`src/common/wel_params.svh`:
```
`ifndef WEL_PARAMS_SVH
`define WEL_PARAMS_SVH

// Opcodes of the latch control commands
`define WEL_OP_SET        8'h06
`define WEL_OP_CLEAR      8'h04

// Opcodes that need the latch set beforehand
`define WEL_OP_STATUS_WR  8'h01
`define WEL_OP_ANYREG_WR  8'h71
`define WEL_OP_WRITE      8'h02
`define WEL_OP_FAST_WR    8'hda
`define WEL_OP_DUAL_IN_WR 8'ha2
`define WEL_OP_DUAL_IO_WR 8'ha1
`define WEL_OP_QUAD_IN_WR 8'h32
`define WEL_OP_QUAD_IO_WR 8'hd2
`define WEL_OP_DDR_FAST   8'hdd
`define WEL_OP_DDR_WRITE  8'hde
`define WEL_OP_DDR_QIO_WR 8'hd1
`define WEL_OP_SPECIAL_WR 8'h42
`define WEL_OP_SERIAL_WR  8'hc2

// Frame bit counts
`define WEL_OPCODE_BITS   5'h08
`define WEL_FRAME_BITS    5'h10

// Field position of the latch in status register one
`define WEL_LATCH_POS     1

// Reset values
`define WEL_LATCH_RST     1'b0

// Highest serial clock rate of the latch commands, in MHz
`define WEL_SCLK_MAX_MHZ  108

`endif

```
`src/common/wel_pkg.sv`:
```
package wel_pkg;

	// Command line mode of the serial port
	typedef enum logic [1:0] {
		WEL_MODE_SINGLE = 2'b00,
		WEL_MODE_DUAL   = 2'b01,
		WEL_MODE_QUAD   = 2'b10,
		WEL_MODE_NONE   = 2'b11
	} wel_line_mode_t;

endpackage

```
`src/core/wel_sync.sv`:
```
`timescale 1ns/1ps
module wel_sync #(
	parameter int WIDTH = 6
) (
	input  wire logic             core_clk,
	input  wire logic             rst,
	input  wire logic [WIDTH-1:0] asyncIn,
	output logic      [WIDTH-1:0] syncOut
);

	logic [WIDTH-1:0] meta_q;

	// Two flops per bit
	always_ff @(posedge core_clk or posedge rst) begin
		if (rst) begin
			meta_q  <= '0;
			syncOut <= '0;
		end else begin
			meta_q  <= asyncIn;
			syncOut <= meta_q;
		end
	end

endmodule // wel_sync

```
`src/core/wel_ctrl.sv`:
```
// Operation
// (RULE1) Opcode 06 hex sets the write latch, bit 1 of status register one.
// (RULE2) Opcode 04 hex clears the write latch.
// (RULE3) Every write-type command runs only while the latch is already one.
// (RULE4) The latch commands carry no address and no dummy cycles, up to 108 MHz clock.
// (RULE5) The latch commands are taken in single, dual and quad command mode at SDR only.
// (RULE6) The host raises chip select right after the eighth opcode bit.
// (RULE7) The latch changes only at chip select rising after a whole 8-bit opcode.
// (RULE8) While a write is in progress the clear command is ignored.
// (RULE9) With the latch clear, every latch-gated write is refused.
// (RULE10) The latch clears at the chip select rise ending a status register write.
// (RULE11) A status register write with the latch clear is ignored.
// (RULE12) A partial opcode at chip select rise is discarded, latch unchanged.
`timescale 1ns/1ps
`include "wel_params.svh"
module wel_ctrl
	import wel_pkg::*;
(
	input  wire logic           core_clk,
	input  wire logic           rst,
	input  wire logic           chipSelN,
	input  wire logic           serialClk,
	input  wire logic [3:0]     ioPin,
	input  wire wel_line_mode_t lineMode,
	input  wire logic           ddrMode,
	input  wire logic           writeInProgressBit,
	output logic                writeLatchBit,
	output logic [7:0]          opcodeByte,
	output logic                opcodeValid,
	output logic                writeGrant,
	output logic                writeRefuse,
	output logic                statusWriteCommit,
	output logic [7:0]          statusWriteData
);

	logic [5:0]  syncBus;
	logic        csN;
	logic        sclk;
	logic [3:0]  ioIn;
	logic        csPrev_q;
	logic        sclkPrev_q;
	logic        csRise;
	logic        sclkRise;
	logic        modeOk;
	logic [4:0]  bitCnt_q;
	logic [4:0]  bitCnt_d;
	logic [15:0] shift_q;
	logic [15:0] shift_d;
	logic        latch_q;
	logic [7:0]  opcode_q;
	logic        opcodeValid_q;
	logic        grant_q;
	logic        refuse_q;
	logic        commit_q;
	logic [7:0]  statusData_q;
	logic        wholeOpcode;

	// Lane count per command mode
	function automatic logic [4:0] laneWidth(input wel_line_mode_t m);
		case (m)
			WEL_MODE_DUAL: laneWidth = 5'h02;
			WEL_MODE_QUAD: laneWidth = 5'h04;
			default:       laneWidth = 5'h01;
		endcase
	endfunction

	// Opcodes that need the latch set
	function automatic logic isGated(input logic [7:0] op);
		case (op)
			`WEL_OP_STATUS_WR, `WEL_OP_ANYREG_WR, `WEL_OP_WRITE, `WEL_OP_FAST_WR,
			`WEL_OP_DUAL_IN_WR, `WEL_OP_DUAL_IO_WR, `WEL_OP_QUAD_IN_WR,
			`WEL_OP_QUAD_IO_WR, `WEL_OP_DDR_FAST, `WEL_OP_DDR_WRITE,
			`WEL_OP_DDR_QIO_WR, `WEL_OP_SPECIAL_WR, `WEL_OP_SERIAL_WR: isGated = 1'b1;
			default: isGated = 1'b0;
		endcase
	endfunction

	wel_sync #(
		.WIDTH (6)
	) u_sync (
		.core_clk (core_clk),
		.rst      (rst),
		.asyncIn  ({ioPin, serialClk, ~chipSelN}),
		.syncOut  (syncBus)
	);

	// Chip select inverted so the cleared synchroniser reads as deselected
	assign csN  = ~syncBus[0];
	assign sclk = syncBus[1];
	assign ioIn = syncBus[5:2];

	// Edge finders on synchronised pins
	always_ff @(posedge core_clk or posedge rst) begin
		if (rst) begin
			csPrev_q   <= 1'b1;
			sclkPrev_q <= 1'b0;
		end else begin
			csPrev_q   <= csN;
			sclkPrev_q <= sclk;
		end
	end

	assign csRise   = csN & ~csPrev_q;
	assign sclkRise = sclk & ~sclkPrev_q & ~csN;
	assign modeOk   = (lineMode != WEL_MODE_NONE) && !ddrMode; // see (RULE5)

	// Shift in one, two or four bits per rising serial clock, MSB first
	always_comb begin
		bitCnt_d = bitCnt_q;
		shift_d  = shift_q;
		if (sclkRise && bitCnt_q < `WEL_FRAME_BITS) begin
			bitCnt_d = bitCnt_q + laneWidth(lineMode);
			case (lineMode)
				WEL_MODE_DUAL: shift_d = {shift_q[13:0], ioIn[1:0]};
				WEL_MODE_QUAD: shift_d = {shift_q[11:0], ioIn};
				default:       shift_d = {shift_q[14:0], ioIn[0]};
			endcase
		end
	end

	// Frame counter, cleared while deselected
	always_ff @(posedge core_clk or posedge rst) begin
		if (rst) begin
			bitCnt_q <= 5'h00;
			shift_q  <= 16'h0000;
		end else if (csN) begin
			bitCnt_q <= 5'h00;
			shift_q  <= 16'h0000;
		end else begin
			bitCnt_q <= bitCnt_d;
			shift_q  <= shift_d;
		end
	end

	// Opcode capture and write gating at the eighth bit
	always_ff @(posedge core_clk or posedge rst) begin
		if (rst) begin
			opcode_q      <= 8'h00;
			opcodeValid_q <= 1'b0;
			grant_q       <= 1'b0;
			refuse_q      <= 1'b0;
		end else begin
			opcodeValid_q <= 1'b0;
			grant_q       <= 1'b0;
			refuse_q      <= 1'b0;
			if (!csN && bitCnt_q != `WEL_OPCODE_BITS && bitCnt_d == `WEL_OPCODE_BITS) begin
				opcode_q      <= shift_d[7:0];
				opcodeValid_q <= 1'b1;
				grant_q       <= isGated(shift_d[7:0]) && latch_q; // see (RULE3)
				refuse_q      <= isGated(shift_d[7:0]) && !latch_q; // see (RULE9)
			end
		end
	end

	// Exactly eight bits, no address or dummy
	assign wholeOpcode = (bitCnt_q == `WEL_OPCODE_BITS); // see (RULE4) see (RULE6) see (RULE12)

	// Latch update only at chip select rise
	always_ff @(posedge core_clk or posedge rst) begin
		if (rst) begin
			latch_q <= `WEL_LATCH_RST;
		end else if (csRise && bitCnt_q >= `WEL_OPCODE_BITS
			&& opcode_q == `WEL_OP_STATUS_WR) begin
			latch_q <= 1'b0; // see (RULE10)
		end else if (csRise && wholeOpcode && modeOk) begin // see (RULE7)
			if (opcode_q == `WEL_OP_SET) begin
				latch_q <= 1'b1; // see (RULE1)
			end else if (opcode_q == `WEL_OP_CLEAR && !writeInProgressBit) begin // see (RULE8)
				latch_q <= 1'b0; // see (RULE2)
			end
		end
	end

	// Status register write commits only with the latch set
	always_ff @(posedge core_clk or posedge rst) begin
		if (rst) begin
			commit_q     <= 1'b0;
			statusData_q <= 8'h00;
		end else begin
			commit_q <= 1'b0;
			if (csRise && bitCnt_q == `WEL_FRAME_BITS
				&& opcode_q == `WEL_OP_STATUS_WR && latch_q) begin // see (RULE11)
				commit_q     <= 1'b1;
				statusData_q <= shift_q[7:0];
			end
		end
	end

	assign writeLatchBit     = latch_q;
	assign opcodeByte        = opcode_q;
	assign opcodeValid       = opcodeValid_q;
	assign writeGrant        = grant_q;
	assign writeRefuse       = refuse_q;
	assign statusWriteCommit = commit_q;
	assign statusWriteData   = statusData_q;

	set_latch_a: assert property (@(posedge core_clk) disable iff (rst) // see (RULE1)
		csRise && wholeOpcode && modeOk && opcode_q == `WEL_OP_SET |=> latch_q)
		else $error("set opcode did not set latch");

	clear_latch_a: assert property (@(posedge core_clk) disable iff (rst) // see (RULE2)
		csRise && wholeOpcode && modeOk && opcode_q == `WEL_OP_CLEAR
		&& !writeInProgressBit |=> !latch_q)
		else $error("clear opcode did not clear latch");

	grant_gate_a: assert property (@(posedge core_clk) disable iff (rst) // see (RULE3)
		grant_q |-> $past(latch_q) && isGated(opcode_q))
		else $error("write granted without latch");

	mode_refuse_a: assert property (@(posedge core_clk) disable iff (rst) // see (RULE5)
		csRise && !modeOk && opcode_q != `WEL_OP_STATUS_WR |=> $stable(latch_q))
		else $error("latch changed in refused mode");

	csrise_only_a: assert property (@(posedge core_clk) disable iff (rst) // see (RULE7)
		!csRise |=> $stable(latch_q))
		else $error("latch changed away from chip select rise");

	wip_hold_a: assert property (@(posedge core_clk) disable iff (rst) // see (RULE8)
		csRise && opcode_q == `WEL_OP_CLEAR && writeInProgressBit |=> $stable(latch_q))
		else $error("clear taken during write in progress");

	refuse_gate_a: assert property (@(posedge core_clk) disable iff (rst) // see (RULE9)
		opcodeValid_q && isGated(opcode_q) && !$past(latch_q) |-> refuse_q && !grant_q)
		else $error("gated write not refused");

	status_clear_a: assert property (@(posedge core_clk) disable iff (rst) // see (RULE10)
		csRise && bitCnt_q >= `WEL_OPCODE_BITS && opcode_q == `WEL_OP_STATUS_WR |=> !latch_q)
		else $error("latch kept after status write");

	status_ignore_a: assert property (@(posedge core_clk) disable iff (rst) // see (RULE11)
		commit_q |-> $past(latch_q) && !latch_q)
		else $error("status write committed without latch");

	partial_keep_a: assert property (@(posedge core_clk) disable iff (rst) // see (RULE12)
		csRise && bitCnt_q < `WEL_OPCODE_BITS |=> $stable(latch_q))
		else $error("partial opcode changed latch");

endmodule // wel_ctrl

```
`config.mk`:
```
export PLATFORM = sky130hd
export DESIGN_NAME = wel_ctrl
export DESIGN_NICKNAME = d
export VERILOG_FILES = /design/src/common/wel_pkg.sv /design/src/core/wel_sync.sv /design/src/core/wel_ctrl.sv
export VERILOG_INCLUDE_DIRS = /design/src /design/src/common
export SDC_FILE = /design/constraint.sdc
export NUM_CORES = 1
export LEC_CHECK = 0
export ABC_AREA = 1
export CORE_MARGIN = 3
export CORE_UTILIZATION = 50
export CTS_CLUSTER_DIAMETER = 200
export CTS_CLUSTER_SIZE = 16
export DETAILED_ROUTE_END_ITERATION = 7
export DONT_BUFFER_PORTS = 1
export GPL_ROUTABILITY_DRIVEN = 0
export PLACE_DENSITY = 0.63
export SETUP_SLACK_MARGIN = 0.5
export SYNTH_ARGS = -nofsm -noshare
export SYNTH_HDL_FRONTEND = slang
export SYNTH_SLANG_ARGS = --single-unit
```
`constraint.sdc`:
```
create_clock -name core_clk -period 2.4 [get_ports core_clk]
set_input_delay 0.48 -clock core_clk [delete_from_list [all_inputs] [get_ports core_clk]]
set_output_delay 0.48 -clock core_clk [all_outputs]
set_load 0.005 [all_outputs]
```
# After elaboration in Yosys (flattened, before gate mapping)
# Cells that the tools add are included.
# classes
n_addsub,1
n_lt_le_gt_ge,2
eq_ne,23
muxes,17
n_bitwise,7
reduce_logical,21
# op_table
cell,n
equality test 8 bit (second input constant),8
two-way mux 9 bit,2
one-hot mux 9 bit (2 select lines),1
equality test 8 x 1 -> 1 bit (second input constant),2
equality test 8 x 3 -> 1 bit (second input constant),2
equality test 8 x 7 -> 1 bit (second input constant),2
two-way mux 5 bit,3
logical AND 1 bit,14
OR reduction 13 bit,1
equality test 5 x 4 -> 1 bit (second input constant),2
two-way mux 1 bit,10
equality test 8 x 2 -> 1 bit (second input constant),1
equality test 8 x 6 -> 1 bit (second input constant),1
one-hot mux 3 bit (2 select lines),1
adder 5 bit,1
equality test 5 bit (second input constant),1
>= comparator 5 x 4 -> 1 bit (second input constant),1
< comparator 5 bit (second input constant),1
inequality test 5 x 4 -> 1 bit (second input constant),1
inverter 1 bit,4
AND 1 bit,3
zero test 1 bit,3
nonzero test 3 bit,1
equality test 2 x 1 -> 1 bit (second input constant),1
other kinds (4),4
# totals
ff_bits,48
input_bits,12
output_inout_bits,21
word_cells,84

# Depth between registers and ports, before layout
# logic_depth
word_depth,12
ltp_mapped,15
mapped_depth_nobuf,15

# Hierarchy
# From an unflattened synthesis, not the netlist that was laid out.
# unflattened
hier_cells,295
hier_area_um2,2461.1
# by_module_without_submodules
module,instances,cells_each,area_per_inst_um2,seq_area_each_um2
wel_ctrl,1,282,2157.1,902.1
wel_sync,1,13,304.0,300.3

# Least setup slack after synthesis
# No wires, ideal clock.
# synth_timing
path_type,input to register
startpoint,input lineMode[0]
endpoint,register refuse_q (netlist: writeRefuse)
arrival_ns,2.348
required_ns,2.327
path_slack_ns,-0.021
stages,14
n_path_buf,1
cell_sequence,inv_1 > ha_1 > ha_1 > inv_1 > fa_1 > nand3b_1 > nand3_1 > o21ai_1 > inv_1 > nand4_1 > nor2_4 > buf_6 > nand2_2 > a21oi_2
# synth_via
elab_chain_len,9
word_cells_on_any_way,28
# synth_rtl
element,line_no,source
"start, declared",wel_ctrl.sv:24,"input wire wel_line_mode_t lineMode,"
branches (longest 8 deep; another with adder 5 bit),n/a,
two-way mux 1 bit (*),wel_ctrl.sv:146,if (!csN && bitCnt_q != `WEL_OPCODE_BITS && bitCnt_d == `WEL_OPCODE_BITS) begin
"end signal, assigned",wel_ctrl.sv:150,refuse_q <= isGated(shift_d[7:0]) && !latch_q;
"end, declared",wel_ctrl.sv:53,logic refuse_q;
# Mark *: on every way between the ends. The select of a mux whose other input is x is not followed.
# A chain may end at the register's enable or synchronous reset.

# Worst setup path in the final report
# layout_timing
startpoint,input lineMode[0]
endpoint,register opcode_q[0] (netlist: opcodeByte[0])
# layout_via
elab_chain_len,7
word_cells_on_any_way,8
# layout_rtl
element,line_no,source
equality test 2 bit or equality test 2 x 1 -> 1 bit (tied branches),wel_ctrl.sv:60,case (m)
one-hot mux 3 bit (2 select lines) (*),wel_ctrl.sv:60,
two-way mux 5 bit (*),wel_ctrl.sv:111,if (sclkRise && bitCnt_q < `WEL_FRAME_BITS) begin
adder 5 bit (*),wel_ctrl.sv:112,bitCnt_d = bitCnt_q + laneWidth(lineMode);
two-way mux 5 bit (*),wel_ctrl.sv:111,
equality test 5 x 4 -> 1 bit (no line) (*),n/a,
logical AND 1 bit (no line) (*),n/a,
"end signal, assigned",wel_ctrl.sv:147,opcode_q <= shift_d[7:0];
"end, declared",wel_ctrl.sv:50,logic [7:0] opcode_q;
# Every way passes the cells marked *; elsewhere a longest branch is shown, timed or not. The select of a mux whose other input is x is not followed.

==> flow_summary.ini <==
[synthesis]
ys_warn_count = 0
post_synth.cell_area_avg_um2 = 8.382
ys_seq_area_frac = 0.4964
netlist_area_mm2 = 0.002422
yosysUniqueCellTypes = 30
syn_nets = 309
synth_seq_cells = 48
synthCells = 289

[sta]
max_slew_margin = 0.5080
finalSetupViolations = 0
fmax_mhz = 501.1
final_hold_viol_count = 0
worst_pin_slew_ns = 0.7369
tns_ns = 0
drv_slew = 0
post-route-period-util = 0.8315
setup_slack_ns = 0.4045
rsz0062_at_grt = true
fin_skew_ns = 0.006846
finalCriticalPeriod_ns = 1.996

[grt]
grt_max_degree = 38
grt_use_total = 0.1746
grt_pass1_wl_um = 7541
antenna_found_initial = 0
grt_pass1_vias = 1663
gr-total-overflow = 0

[route]
avgViaCountPerCell = 5.127
drt_iter0_markers = 155
drtPass1Iterations = 4
wl_um = 4445
num_vias = 1779
final_antenna_net_count = 0
wl_per_cell_um = 12.81
drc = 0

[floorplanning]
start_util = 0.5378
io_pins = 33
die_h_um = 75.61
num_rows = 24
core_mm2 = 0.004504
die_w_um = 75.61
dieArea_mm2 = 0.005716

[pwr]
powerDensity_mw_per_mm2 = 582.7
ir_drop_mv = 0.3415
p_leak_uw = 0.001285

[layout]
nNetsFinal = 314
nFillCells = 395
layout-drive-gt1-share = 0.1797
mostFrequentLayoutCell = nand2_1
most-common-layout-cells = nand2_1 (80), dfrtp_1 (47), nor2_1 (35)
syn_to_final_growth_pct = 8.316
multiInputGateArea_mm2 = 0.001089
regArea_mm2 = 0.001202
antenna_cells = 0

[clock_network]
cts_sinks = 48
cts_tree = yes
cts_hold_buf = 0
clock-root-buffer = clkbuf_8
path_clk_slew_ns = 0.09
htreeDepth = 2
clock_latency_ns = 0.30
clk_path_buf_depth = 2
cts_buffers = 5

[worst_hold_path]
hold_path_class = in2async

[job]
cap_violations = 0

[worst_setup_path]
timing.rr.end = opcodeByte[0]
worstSetupEndpointType = flip-flop
cp_max_fo = 19
worst_ep_arrival_time_ns = 2.23
cp_slowest_cell = fa_2
timing.rr.start = bitCnt_q[0]
reg2reg_depth = 10
crit_chain = inv_12 -> ha_4 -> ha_4 -> inv_2 -> fa_2 -> nand2_1 -> o21ai_1 -> nand3_2 -> nor2_4 -> buf_12 -> nor2_1 -> a21oi_1
rrSetupSlack_ns = 0.46
path_common_cell = ha_4
critPathLaunchType = primary input
cp.required_ns = 2.63
path_class = in2reg
cpPeakStageDelay_ns = 0.51

[run_status]
outcome = finished, final reports clean

[place]
dp_slack_ns = 0.08646
dp_hpwl_um = 3429
portBuffers = 0
[layer usage]
layer	track usage	wire length, um
met1	0.2418	2162
met2	0.2704	1962
met3	0.04485	253
met4	0.05243	68
met5	0	0
[logic make-up after synthesis]
family | after synthesis | share of synthesized area
compound gates | 29 | 0.07180
simple gates | 163 | 0.3120
buf+inv | 40 | 0.07180
xor+xnor | 1 | 0.003616
fa+ha+maj | 8 | 0.04442
flops | 48 | 0.4964
[how the worst max path moves through the flow]
stage / start / to / cells after the start
finish: lineMode[0] / opcodeByte[0] / 12
global route: lineMode[0] / opcodeByte[1] / 14
CTS: lineMode[0] / opcodeByte[0] / 14
detailed placement: lineMode[0] / opcodeByte[0] / 12
global placement: lineMode[0] / opcodeByte[5] / 12
floorplan: lineMode[0] / writeRefuse / 14
[timing repair]
item,4_1_cts,5_1_grt
pin swaps,0,1
setup buffers,0,0
setup endpoints to repair,10,19
gates resized for setup,0,3
[registers in the layout, indices dropped and copies added, names as in the netlist]
signal and count:
writeRefuse 1, u_sync.syncOut 6, statusWriteCommit 1, sclkPrev_q 1, opcodeValid 1, writeGrant 1
csPrev_q 1, writeLatchBit 1, opcodeByte 8, u_sync.meta_q 6, bitCnt_q 5, statusWriteData 8
shift_q 8
[through the flow]
step | utilization | instance area [um^2] | hold slack [ns] | instances | total power [uW]
finish | 0.5825 | 2624 | 0.1787 | 347 | 1529
global placement | 0.5603 | 2524 | 0.3326 | 339 | 1083
detailed placement | 0.5603 | 2524 | 0.3365 | 339 | 1084
floorplan | - | 2462 | 0.3312 | 289 | 1041
CTS | 0.5792 | 2609 | 0.1907 | 347 | 1551
global route | 0.5825 | 2624 | 0.1825 | 347 | 1611
[critical path: cells and delay by family]
kind                       cells  cell delay, ns
adders and majority gates      3            0.90
buffers and inverters          3            0.20
AOI/OAI and AO/OA              2            0.27
and+or+nand+nor                4            0.36
[final cells by class]
type,count,area share
clock buffer,6,0.02766
clock inverter,2,0.004769
inverter,34,0.05341
multi-input combinational,201,0.4149
sequential,48,0.4583
tap,52,0.02480
timing repair buffer,4,0.01621
[report_power, final]
part / switching, uW / internal (uW) / leakage [uW]
Sequential: 30.9 / 843 / 0.000628
Combinational: 125 / 66.3 / 0.000616
Clock: 259 / 204 / 0.0000412
Total: 416 / 1110 / 0.00128
[cells in the mapped netlist]
| cell | n | area [um^2] |
|---|---|---|
| a21oi_1 | 10 | 50.05 |
| a21oi_2 | 2 | 17.52 |
| a221oi_1 | 1 | 8.760 |
| buf_2 | 1 | 5.000 |
| buf_6 | 3 | 33.78 |
| clkbuf_1 | 2 | 7.510 |
| dfrtp_1 | 47 | 1176 |
| dfstp_2 | 1 | 26.28 |
| fa_1 | 1 | 20.02 |
| ha_1 | 7 | 87.58 |
| inv_1 | 32 | 120.1 |
| inv_2 | 2 | 7.510 |
| nand2_1 | 81 | 304.0 |
| nand2_2 | 14 | 87.58 |
| nand2_4 | 3 | 33.78 |
| nand3_1 | 14 | 70.07 |
| nand3b_1 | 2 | 15.01 |
| nand4_1 | 5 | 31.28 |
| nor2_1 | 35 | 131.4 |
| nor2_2 | 2 | 12.51 |
| nor2_4 | 2 | 22.52 |
| nor3_4 | 1 | 16.27 |
| nor4_1 | 2 | 12.51 |
| nor4_2 | 1 | 12.51 |
| o21ai_0 | 9 | 45.04 |
| o21ai_1 | 3 | 15.01 |
| o21ai_2 | 3 | 26.28 |
| o21bai_2 | 1 | 11.26 |
| or2_2 | 1 | 6.260 |
| xor2_1 | 1 | 8.760 |
Note: power is estimated with default switching activity, not from simulation.
